<file path="config.mk">
export PLATFORM = sky130hd
export DESIGN_NAME = lbs_top
export DESIGN_NICKNAME = d
export VERILOG_FILES = /design/src/rtl/lbs_pkg.sv /design/src/rtl/lbs_fifo_if.sv /design/src/rtl/lbs_fifo.sv /design/src/rtl/lbs_top.sv
export SDC_FILE = /design/constraint.sdc
export NUM_CORES = 2
export LEC_CHECK = 0
export BUFFER_PORTS_ARGS = -buffer_cell sky130_fd_sc_hd__clkbuf_2
export CORE_ASPECT_RATIO = 0.7
export CORE_MARGIN = 10
export CORE_UTILIZATION = 45
export CTS_BUF_LIST = sky130_fd_sc_hd__clkbuf_8
export DETAILED_ROUTE_END_ITERATION = 7
export GPL_TIMING_DRIVEN = 0
export SLEW_MARGIN = 10
export SYNTH_ARGS = -nofsm -noshare
export SYNTH_HDL_FRONTEND = slang
export SYNTH_SLANG_ARGS = --single-unit
export TNS_END_PERCENT = 20
</file>
<file path="constraint.sdc">
create_clock -name CLK -period 11.9 [get_ports CLK]
set_input_delay 0.595 -clock CLK [delete_from_list [all_inputs] [get_ports CLK]]
set_output_delay 0.595 -clock CLK [all_outputs]
set_load 0.01 [all_outputs]
</file>
<file path="src/rtl/lbs_pkg.sv">
// Constants, register map and types of the layer blend and scroll engine.
// How it works
// - Blending happens only while the layer order code is 00b or 10b.
// - Four separately enabled key colours, each with an eighth-step blend ratio.
// - Mode bit 7 clear blends the overlay pixel under a main key colour.
// - A transparent matching top overlay makes the blend use the bottom overlay.
// - Key enables in control bits 8-11, four ratio nibbles, four key registers.
// - An overlay pixel equal to its transparent key shows the layer below.
// - Overlay transparency enables are control bits 1 and 2, each with a key.
// - Scroll wrapping exists for the primary base window and both overlay windows.
// - Reads begin at display start and wrap from scroll end to scroll start.
// - Wrapping applies to display reads only, never to host image writes.
// - Each scrolling window keeps start, end and display start over a register pair.
package lbs_pkg;

	// ------------------------------------------------------------
	// Register offsets
	// ------------------------------------------------------------
	localparam logic [15:0] OFS_ORDER = 16'h0202;
	localparam logic [15:0] OFS_CTRL  = 16'h0204;
	localparam logic [15:0] OFS_RATIO = 16'h0208;
	localparam logic [15:0] OFS_TKEY1 = 16'h020c;
	localparam logic [15:0] OFS_TKEY2 = 16'h020e;
	localparam logic [15:0] OFS_KEY1  = 16'h0210;
	localparam logic [15:0] OFS_KEY2  = 16'h0212;
	localparam logic [15:0] OFS_KEY3  = 16'h0214;
	localparam logic [15:0] OFS_KEY4  = 16'h0216;
	localparam logic [15:0] OFS_PAIR_HI = 16'h0002;
	// Window 0 is the primary base window, 1 and 2 the first and second overlay windows.
	localparam logic [15:0] OFS_SCR_START [3] = '{16'h0238, 16'h0270, 16'h02b0};
	localparam logic [15:0] OFS_SCR_END   [3] = '{16'h023c, 16'h0274, 16'h02b4};
	localparam logic [15:0] OFS_DISP      [3] = '{16'h0240, 16'h0278, 16'h02b8};

	// ------------------------------------------------------------
	// Field positions and widths
	// ------------------------------------------------------------
	localparam int ORDER_LSB     = 5;
	localparam int CTRL_TR1_BIT  = 1;
	localparam int CTRL_TR2_BIT  = 2;
	localparam int CTRL_MODE_BIT = 7;
	localparam int CTRL_KEN_LSB  = 8;
	localparam int NUM_KEYS      = 4;
	localparam int NUM_SCR       = 3;
	localparam int ADDR_W        = 20;
	localparam int PIX_W         = 16;
	localparam int FIFO_DEPTH    = 8;
	localparam logic [15:0] ADDR_LO_MASK = 16'hfffe;
	localparam logic [3:0]  RATIO_FULL   = 4'h8;
	localparam logic [1:0]  ORDER_MAIN_TOP_A = 2'h0;
	localparam logic [1:0]  ORDER_MAIN_TOP_B = 2'h2;

	// ------------------------------------------------------------
	// Reset values
	// ------------------------------------------------------------
	localparam logic [1:0]         RST_ORDER   = 2'h0;
	localparam logic [15:0]        RST_REG16   = 16'h0000;
	localparam logic [ADDR_W-1:0]  RST_SCR_START = 20'h00000;
	localparam logic [ADDR_W-1:0]  RST_SCR_END   = 20'hffffe;
	localparam logic [ADDR_W-1:0]  RST_DISP      = 20'h00000;

	typedef logic [ADDR_W-1:0] lbs_addr_t;
	typedef logic [PIX_W-1:0]  lbs_pix_t;

endpackage

</file>
<file path="src/rtl/lbs_fifo_if.sv">
// Valid and ready carrier for the output pixel buffer.
interface lbs_fifo_if #(parameter int W = 16);
	logic         in_valid;
	logic         in_ready;
	logic [W-1:0] in_data;
	logic         out_valid;
	logic         out_ready;
	logic [W-1:0] out_data;
	modport src  (output in_valid, output in_data, input in_ready);
	modport fifo (input in_valid, input in_data, output in_ready, output out_valid, output out_data, input out_ready);
	modport snk  (input out_valid, input out_data, output out_ready);
endinterface

</file>
<file path="src/rtl/lbs_fifo.sv">
// Pixel buffer with registered full and empty flags and a registered head word.
module lbs_fifo #(
	parameter int W = 16,
	parameter int D = 8
) (
	input wire logic clk,       // System clock.
	input wire logic rstn,      // Asynchronous reset, active low.
	lbs_fifo_if.fifo f          // Fill and drain sides.
);
	localparam int AW = $clog2(D);
	typedef logic [AW:0]   lbs_cnt_t;
	typedef logic [AW-1:0] lbs_ptr_t;

	typedef struct packed {
		logic [D-1:0][W-1:0] mem;
		lbs_ptr_t            wr;
		lbs_ptr_t            rd;
		lbs_cnt_t            count;
		logic                in_rdy;
		logic                out_vld;
		logic [W-1:0]        head;
	} lbs_fifo_s;

	lbs_fifo_s s_q;
	lbs_fifo_s s_d;
	logic      push;
	logic      pop;

	assign push        = f.in_valid && s_q.in_rdy;
	assign pop         = s_q.out_vld && f.out_ready;
	assign f.in_ready  = s_q.in_rdy;
	assign f.out_valid = s_q.out_vld;
	assign f.out_data  = s_q.head;

	always_comb begin
		s_d = s_q;
		if (push) begin
			s_d.mem[s_q.wr] = f.in_data;
			s_d.wr = (s_q.wr == lbs_ptr_t'(D - 1)) ? '0 : s_q.wr + lbs_ptr_t'(1);
		end
		if (pop) begin
			s_d.rd = (s_q.rd == lbs_ptr_t'(D - 1)) ? '0 : s_q.rd + lbs_ptr_t'(1);
		end
		s_d.count   = s_q.count + lbs_cnt_t'(push) - lbs_cnt_t'(pop);
		s_d.in_rdy  = s_d.count < lbs_cnt_t'(D);
		s_d.out_vld = s_d.count != '0;
		s_d.head    = s_d.mem[s_d.rd];
	end

	always_ff @(posedge clk or negedge rstn) begin
		if (!rstn) begin
			s_q <= '{mem: '0, wr: '0, rd: '0, count: '0, in_rdy: 1'b1, out_vld: 1'b0, head: '0};
		end else begin
			s_q <= s_d;
		end
	end
endmodule

</file>
<file path="src/rtl/lbs_top.sv">
// Layer blend, transparency and scroll wrap engine with its register set.
module lbs_top
	import lbs_pkg::*;
(
	input  wire logic                         CLK,            // System clock, 250 MHz.
	input  wire logic                         RSTN,           // Asynchronous reset, active low.
	input  wire logic [15:0]                  REG_ADDR,       // Register byte address.
	input  wire logic [15:0]                  REG_WDATA,      // Register write data.
	input  wire logic                         REG_WE,         // Register write strobe.
	input  wire logic                         REG_RE,         // Register read strobe.
	output      logic [15:0]                  REG_RDATA,      // Read data, one cycle after the strobe.
	input  wire logic                         PIX_IN_VALID,   // Input pixel set valid.
	output      logic                         PIX_IN_READY,   // Engine can take a pixel set.
	input  wire logic [15:0]                  PIX_MAIN,       // Main layer pixel, RGB565.
	input  wire logic [15:0]                  PIX_OV1,        // First overlay window pixel.
	input  wire logic [15:0]                  PIX_OV2,        // Second overlay window pixel.
	input  wire logic                         PIX_OV1_HIT,    // Position lies inside the first overlay window.
	input  wire logic                         PIX_OV2_HIT,    // Position lies inside the second overlay window.
	output      logic                         PIX_OUT_VALID,  // Composed pixel valid.
	input  wire logic                         PIX_OUT_READY,  // Panel path takes the pixel.
	output      logic [15:0]                  PIX_OUT,        // Composed pixel, RGB565.
	input  wire logic [NUM_SCR-1:0]           RD_FRAME,       // Per window: restart reads at display start.
	input  wire logic [NUM_SCR-1:0]           RD_ADV,         // Per window: advance the read address.
	input  wire logic [15:0]                  RD_STEP,        // Byte step of one advance.
	output      logic [NUM_SCR-1:0][ADDR_W-1:0] RD_ADDR       // Per window display read address.
);

	// ------------------------------------------------------------
	// State
	// ------------------------------------------------------------
	typedef struct packed {
		logic [1:0]                     order;
		logic [15:0]                    ctrl;
		logic [15:0]                    ratio;
		logic [1:0][15:0]               tkey;
		logic [NUM_KEYS-1:0][15:0]      key;
		logic [NUM_SCR-1:0][ADDR_W-1:0] scr_start;
		logic [NUM_SCR-1:0][ADDR_W-1:0] scr_end;
		logic [NUM_SCR-1:0][ADDR_W-1:0] disp;
		logic [NUM_SCR-1:0][ADDR_W-1:0] rd_addr;
		logic [15:0]                    rdata;
	} lbs_state_s;

	lbs_state_s s_q;
	lbs_state_s s_d;

	lbs_fifo_if #(.W(PIX_W)) fq ();

	lbs_fifo #(.W(PIX_W), .D(FIFO_DEPTH)) u_fifo (
		.clk  (CLK),
		.rstn (RSTN),
		.f    (fq)
	);

	// ------------------------------------------------------------
	// Blend arithmetic
	// ------------------------------------------------------------
	function automatic logic [5:0] lbs_mix(input logic [5:0] m, input logic [5:0] p, input logic [3:0] r);
		logic [9:0] acc;
		acc = 10'(m) * 10'(r) + 10'(p) * 10'(RATIO_FULL - r);
		return acc[8:3];
	endfunction

	function automatic lbs_pix_t lbs_blend(input lbs_pix_t m, input lbs_pix_t p, input logic [3:0] r);
		logic [5:0] rc;
		logic [5:0] gc;
		logic [5:0] bc;
		rc = lbs_mix({1'b0, m[15:11]}, {1'b0, p[15:11]}, r);
		gc = lbs_mix(m[10:5], p[10:5], r);
		bc = lbs_mix({1'b0, m[4:0]}, {1'b0, p[4:0]}, r);
		return {rc[4:0], gc, bc[4:0]};
	endfunction

	// ------------------------------------------------------------
	// Composition
	// ------------------------------------------------------------
	logic [NUM_KEYS-1:0] key_hit;
	logic                ov1_clear;
	logic                ov2_clear;
	logic                ov1_top;
	logic                top_cov;
	logic                bot_cov;
	lbs_pix_t            top_pix;
	lbs_pix_t            bot_pix;
	lbs_pix_t            ov_pix;
	logic                ov_any;
	logic                sel_top;
	logic                main_top;
	logic                blend_sel;
	logic [1:0]          hit_idx;
	logic [3:0]          ratio_raw;
	logic [3:0]          ratio_eff;
	lbs_pix_t            comp_pix;

	genvar k;
	generate
		for (k = 0; k < NUM_KEYS; k++) begin : g_key
			assign key_hit[k] = s_q.ctrl[CTRL_KEN_LSB + k] && (PIX_MAIN == s_q.key[k]);
		end
	endgenerate

	always_comb begin
		// Transparent overlay pixels drop out of coverage, so the layer beneath wins.
		ov1_clear = s_q.ctrl[CTRL_TR1_BIT] && (PIX_OV1 == s_q.tkey[0]);
		ov2_clear = s_q.ctrl[CTRL_TR2_BIT] && (PIX_OV2 == s_q.tkey[1]);
		ov1_top   = s_q.order[1];
		top_cov   = ov1_top ? (PIX_OV1_HIT && !ov1_clear) : (PIX_OV2_HIT && !ov2_clear);
		bot_cov   = ov1_top ? (PIX_OV2_HIT && !ov2_clear) : (PIX_OV1_HIT && !ov1_clear);
		top_pix   = ov1_top ? PIX_OV1 : PIX_OV2;
		bot_pix   = ov1_top ? PIX_OV2 : PIX_OV1;
		sel_top   = top_cov;
		ov_any    = top_cov || bot_cov;
		ov_pix    = sel_top ? top_pix : bot_pix;
		main_top  = (s_q.order == ORDER_MAIN_TOP_A) || (s_q.order == ORDER_MAIN_TOP_B);
		// Scan from the highest key down so the lowest numbered match is kept.
		hit_idx   = 2'h0;
		for (int i = NUM_KEYS - 1; i >= 0; i--) begin
			if (key_hit[i]) begin
				hit_idx = 2'(i);
			end
		end
		ratio_raw = s_q.ratio[4*hit_idx +: 4];
		ratio_eff = (ratio_raw > RATIO_FULL) ? RATIO_FULL : ratio_raw;
		// Blending needs the main layer on top, the mode bit clear, a key match and an overlay.
		blend_sel = main_top && !s_q.ctrl[CTRL_MODE_BIT] && (key_hit != '0) && ov_any;
		if (blend_sel) begin
			comp_pix = lbs_blend(PIX_MAIN, ov_pix, ratio_eff);
		end else if (main_top || !ov_any) begin
			comp_pix = PIX_MAIN;
		end else begin
			comp_pix = ov_pix;
		end
	end

	assign fq.in_valid  = PIX_IN_VALID;
	assign fq.in_data   = comp_pix;
	assign fq.out_ready = PIX_OUT_READY;
	assign PIX_IN_READY  = fq.in_ready;
	assign PIX_OUT_VALID = fq.out_valid;
	assign PIX_OUT       = fq.out_data;
	assign REG_RDATA     = s_q.rdata;
	assign RD_ADDR       = s_q.rd_addr;

	// ------------------------------------------------------------
	// Registers and scroll address walk
	// ------------------------------------------------------------
	logic [ADDR_W:0] sum [NUM_SCR];

	always_comb begin
		s_d = s_q;
		for (int w = 0; w < NUM_SCR; w++) begin
			sum[w] = {1'b0, s_q.rd_addr[w]} + (ADDR_W + 1)'(RD_STEP);
		end
		if (REG_WE) begin
			unique case (REG_ADDR)
				OFS_ORDER: s_d.order = REG_WDATA[ORDER_LSB +: 2];
				OFS_CTRL:  s_d.ctrl = REG_WDATA;
				OFS_RATIO: s_d.ratio = REG_WDATA;
				OFS_TKEY1: s_d.tkey[0] = REG_WDATA;
				OFS_TKEY2: s_d.tkey[1] = REG_WDATA;
				OFS_KEY1:  s_d.key[0] = REG_WDATA;
				OFS_KEY2:  s_d.key[1] = REG_WDATA;
				OFS_KEY3:  s_d.key[2] = REG_WDATA;
				OFS_KEY4:  s_d.key[3] = REG_WDATA;
				default: begin
				end
			endcase
			// The low word of a pair holds bits 15-1, the high word bits 19-16.
			for (int w = 0; w < NUM_SCR; w++) begin
				if (REG_ADDR == OFS_SCR_START[w]) s_d.scr_start[w][15:0] = REG_WDATA & ADDR_LO_MASK;
				if (REG_ADDR == OFS_SCR_START[w] + OFS_PAIR_HI) s_d.scr_start[w][19:16] = REG_WDATA[3:0];
				if (REG_ADDR == OFS_SCR_END[w]) s_d.scr_end[w][15:0] = REG_WDATA & ADDR_LO_MASK;
				if (REG_ADDR == OFS_SCR_END[w] + OFS_PAIR_HI) s_d.scr_end[w][19:16] = REG_WDATA[3:0];
				if (REG_ADDR == OFS_DISP[w]) s_d.disp[w][15:0] = REG_WDATA & ADDR_LO_MASK;
				if (REG_ADDR == OFS_DISP[w] + OFS_PAIR_HI) s_d.disp[w][19:16] = REG_WDATA[3:0];
			end
		end
		if (REG_RE) begin
			s_d.rdata = 16'h0000;
			unique case (REG_ADDR)
				OFS_ORDER: s_d.rdata = 16'(s_q.order) << ORDER_LSB;
				OFS_CTRL:  s_d.rdata = s_q.ctrl;
				OFS_RATIO: s_d.rdata = s_q.ratio;
				OFS_TKEY1: s_d.rdata = s_q.tkey[0];
				OFS_TKEY2: s_d.rdata = s_q.tkey[1];
				OFS_KEY1:  s_d.rdata = s_q.key[0];
				OFS_KEY2:  s_d.rdata = s_q.key[1];
				OFS_KEY3:  s_d.rdata = s_q.key[2];
				OFS_KEY4:  s_d.rdata = s_q.key[3];
				default: begin
				end
			endcase
			for (int w = 0; w < NUM_SCR; w++) begin
				if (REG_ADDR == OFS_SCR_START[w]) s_d.rdata = s_q.scr_start[w][15:0];
				if (REG_ADDR == OFS_SCR_START[w] + OFS_PAIR_HI) s_d.rdata = {12'h000, s_q.scr_start[w][19:16]};
				if (REG_ADDR == OFS_SCR_END[w]) s_d.rdata = s_q.scr_end[w][15:0];
				if (REG_ADDR == OFS_SCR_END[w] + OFS_PAIR_HI) s_d.rdata = {12'h000, s_q.scr_end[w][19:16]};
				if (REG_ADDR == OFS_DISP[w]) s_d.rdata = s_q.disp[w][15:0];
				if (REG_ADDR == OFS_DISP[w] + OFS_PAIR_HI) s_d.rdata = {12'h000, s_q.disp[w][19:16]};
			end
		end
		// Only display reads walk these counters; host image writes use their own address path.
		for (int w = 0; w < NUM_SCR; w++) begin
			if (RD_FRAME[w]) begin
				s_d.rd_addr[w] = s_q.disp[w];
			end else if (RD_ADV[w]) begin
				s_d.rd_addr[w] = (sum[w] >= {1'b0, s_q.scr_end[w]}) ? s_q.scr_start[w] : sum[w][ADDR_W-1:0];
			end
		end
	end

	always_ff @(posedge CLK or negedge RSTN) begin
		if (!RSTN) begin
			s_q <= '{order: RST_ORDER, ctrl: RST_REG16, ratio: RST_REG16, tkey: '0, key: '0,
				scr_start: {NUM_SCR{RST_SCR_START}}, scr_end: {NUM_SCR{RST_SCR_END}},
				disp: {NUM_SCR{RST_DISP}}, rd_addr: {NUM_SCR{RST_DISP}}, rdata: RST_REG16};
		end else begin
			s_q <= s_d;
		end
	end
endmodule

</file>
==> results.sh <==
export IMPL_p_per_area_nw_per_um2=153
export IMPL_drive_gt1_share_pct=23.1
export IMPL_initial_utilization_pct=45.6
export IMPL_cts_buffers=89
export IMPL_worst_path_max_fanout=10
export IMPL_syn_cell_area_um2=34400
export IMPL_worstSetupEndpointType="register"
export IMPL_pin_count=204
export IMPL_drv_cap=0
export IMPL_r2r_start="s_q[293]"
export IMPL_drt_iter0_markers=3098
export IMPL_syn_area_per_cell_um2=10.1
export IMPL_syn2layout_area_growth_pct=12.3
export IMPL_maxSlewViolCount=0
export IMPL_cts_sinks=533
export IMPL_dpl_hpwl_um=99000
export IMPL_crit_start="s_q[293]"
export IMPL_cts_root_buf="clkbuf_8"
export IMPL_yosysWarnings=0
export IMPL_grt_max_degree=101
export IMPL_worst_setup_path_type="register to register"
export IMPL_vias_per_cell=5.95
export IMPL_portBuffers=179
export IMPL_ys_seq_elements=533
export IMPL_synth_nets=3762
export IMPL_utilization_pct=51.2
export IMPL_overflow=0
export IMPL_ys_async_sr_fraction_pct=100
export IMPL_hold_start="REG_WDATA[4]"
export IMPL_place_gp_congestion=0.985
export IMPL_p_leak_nw=18.5
export IMPL_hold_viol=0
export IMPL_grt_pass1_vias=27100
export IMPL_setup_viol=0
export IMPL_r2r_cells=36
export IMPL_synth_cell_type_count=88
export IMPL_final_period_utilization_pct=95.3
export IMPL_fmax_mhz=88.2
export IMPL_maxSlewHeadroom_pct=15.5
export IMPL_finalInstanceArea_um2=38600
export IMPL_drt_pass1_iterations=6
export IMPL_synth_edf_count=0
export IMPL_hold_path_end="s_q[276]"
export IMPL_crit_path_frequent_cell="inv_1"
export IMPL_grt_use_total_pct=27.6
export IMPL_finalWorstPathRequiredPeriod_ns=11.34
export IMPL_cp_arrival_ns=11.91
export IMPL_worst_slew_pin_slew_ns=1.26
export IMPL_ant_nets=0
export IMPL_grt_pass1_wl_um=182000
export IMPL_start_kind="register"
export IMPL_rows=84
export IMPL_peakVddDrop_mv=0.0908
export IMPL_antenna_found_initial=7
export IMPL_cp_slowest_stage_delay_ns=0.72
export IMPL_cts_tree="yes"
export IMPL_wirelength_um=124000
export IMPL_crit_slowest_cell="a2111oi_0"
export IMPL_core_area_um2=75500
export IMPL_synth_top_flop_cell="dfrtp_1"
export IMPL_placedInstanceArea_um2=36700
export IMPL_required_ns=12.47
export IMPL_clock_path_buffers=3
export IMPL_cts_setup_buffers=0
export IMPL_clkLatencyLatePin_ns=0.75
export IMPL_yosys_area_top_type="dfrtp_1"
export IMPL_outcome="complete, no violations"
export IMPL_syn_inst=3395
export IMPL_hold_depth=2
export IMPL_vias=28100
export IMPL_drc_errors=0
export IMPL_hp_class="primary input to register"
export IMPL_rsz0062_at_grt="false"
export IMPL_synth_yosys_seq_area_share_pct=39.0
export IMPL_reg2reg_to="u_fifo.f.out_data[9]"
export IMPL_finalNetCount=4039
export IMPL_die_area_um2=88100
export IMPL_ff2ff_setup_slack_ns=0.56
export IMPL_clk_pin_slew_ns=0.06
export IMPL_post_drt_wl_per_cell_um=26.2
export IMPL_yosysTopAreaCellShare_pct=34.6
export IMPL_die_x_um=350
export IMPL_htreeDepth=3
export IMPL_die_height_um=251
export IMPL_synth_area_leaders="dfrtp_1 35%, mux2_2 10%, ha_1 6.1%"
export IMPL_finClkSkew_ns=0.0652
[routing by layer]
metal	wire (um)	GRT usage (%)
met1	59600	43.3
met2	48400	36.5
met3	14100	8.56
met4	1750	5.01
met5	13	0
[registers in the layout (all words and copies together), names as in the netlist]
name	cells
u_fifo.f.out_data	16
u_fifo.f.in_ready	1
RD_ADDR	60
u_fifo.f.out_valid	1
s_q	300
REG_RDATA	16
ov1_top	1
u_fifo.s_q	138
[placed cells by master (no fill, tap or decap), types with 29 or more instances in the layout]
cell | synthesis | final
a211oi_1 | 79 | 79
a21o_1 | 62 | 62
a21oi_1 | 135 | 134
a221oi_1 | 36 | 36
a22oi_1 | 36 | 36
and3_1 | 29 | 29
buf_4 | 96 | 97
clkbuf_1 | 139 | 139
clkbuf_2 | 1 | 179
clkbuf_8 | 0 | 112
dfrtp_1 | 475 | 475
dfstp_2 | 58 | 58
fa_1 | 89 | 89
ha_1 | 168 | 168
inv_1 | 217 | 251
mux2_2 | 320 | 320
mux2i_1 | 73 | 73
nand2_1 | 273 | 273
nand3_1 | 49 | 49
nand4_1 | 40 | 40
nor2_1 | 244 | 243
nor3_1 | 41 | 35
o21ai_0 | 159 | 159
xnor2_1 | 135 | 135
xor2_1 | 55 | 55
[synth_stat cells (all sizes together), types with 40 or more instances]
library cell    n
a211oi         81
a21o           62
a21oi         139
buf           122
clkbuf        140
dfrtp         475
dfstp          58
fa             89
ha            168
inv           220
mux2          320
mux2i          73
nand2         273
nand3          49
nand4          40
nor2          246
nor3           42
o21ai         167
xnor2         136
xor2           55
[logic make-up after synthesis]
family          synth area share (%)
simple gates                    11.0
compound gates                  13.9
flops                           39.0
buf+inv                         6.38
mux                             13.5
fa+ha+maj                       11.3
xor+xnor                        4.89
[worst max-delay path, delay by kind of cell, from the launching register on]
family / cells / cell delay [ns]
fa+ha+maj: 7 / 2.98
compound gates: 8 / 2.88
buf+inv: 9 / 2.05
simple gates: 8 / 1.70
xor+xnor: 3 / 0.89
flops: 1 / 0.41
mux: 1 / 0.24
[worst max path at each step]
stage | endpoint | slack, ns | cells after the start
floorplan | u_fifo.f.out_data[8] | 3.15 | 38
global placement | REG_RDATA[13] | -2.59 | 1
detailed placement | u_fifo.f.out_data[9] | 0.22 | 37
CTS | u_fifo.f.out_data[9] | 0.57 | 36
global route | u_fifo.f.out_data[9] | 0.10 | 36
finish | u_fifo.f.out_data[9] | 0.56 | 36
[layout make-up]
type	instances	area (um2)
inverter	220	826
sequential	533	13400
tap	989	1240
clock buffer	111	1530
fill	7188	36800
buffer	262	1370
antenna	3	7.51
multi-input combinational	2380	18800
timing repair buffer	186	1060
clock inverter	49	358
[stage by stage]
stage | cells | worst slack, ns | total power, mW | hold slack [ns] | setup TNS [ns]
after floorplan | 3395 | 3.15 | 3.48 | 0.299 | 0
after global placement | 4563 | -2.59 | 4.11 | 0.458 | -1174.91
after detailed placement | 4569 | 0.220 | 4.14 | 0.464 | 0
after CTS | 4730 | 0.572 | 5.90 | 0.192 | 0
after global routing | 4731 | 0.103 | 6.24 | 0.219 | 0
final | 4733 | 0.559 | 5.91 | 0.235 | 0
[report_power, final]
group          total (mW)  switching (mW)  internal [mW]  leakage [nW]
Combinational        1.96            1.21          0.749          10.4
Sequential           2.20           0.108           2.09          6.96
Clock                1.75           0.815          0.935          1.09
Total                5.91            2.14           3.78          18.5
[what timing repair did]
action | 4_1_cts | 5_1_grt
hold endpoints to repair | 63 | 0
hold buffers | 1 | 0
gates resized for setup | 0 | 1
endpoints found under the setup margin | 0 | 3
(Power assumes the default switching activity.)
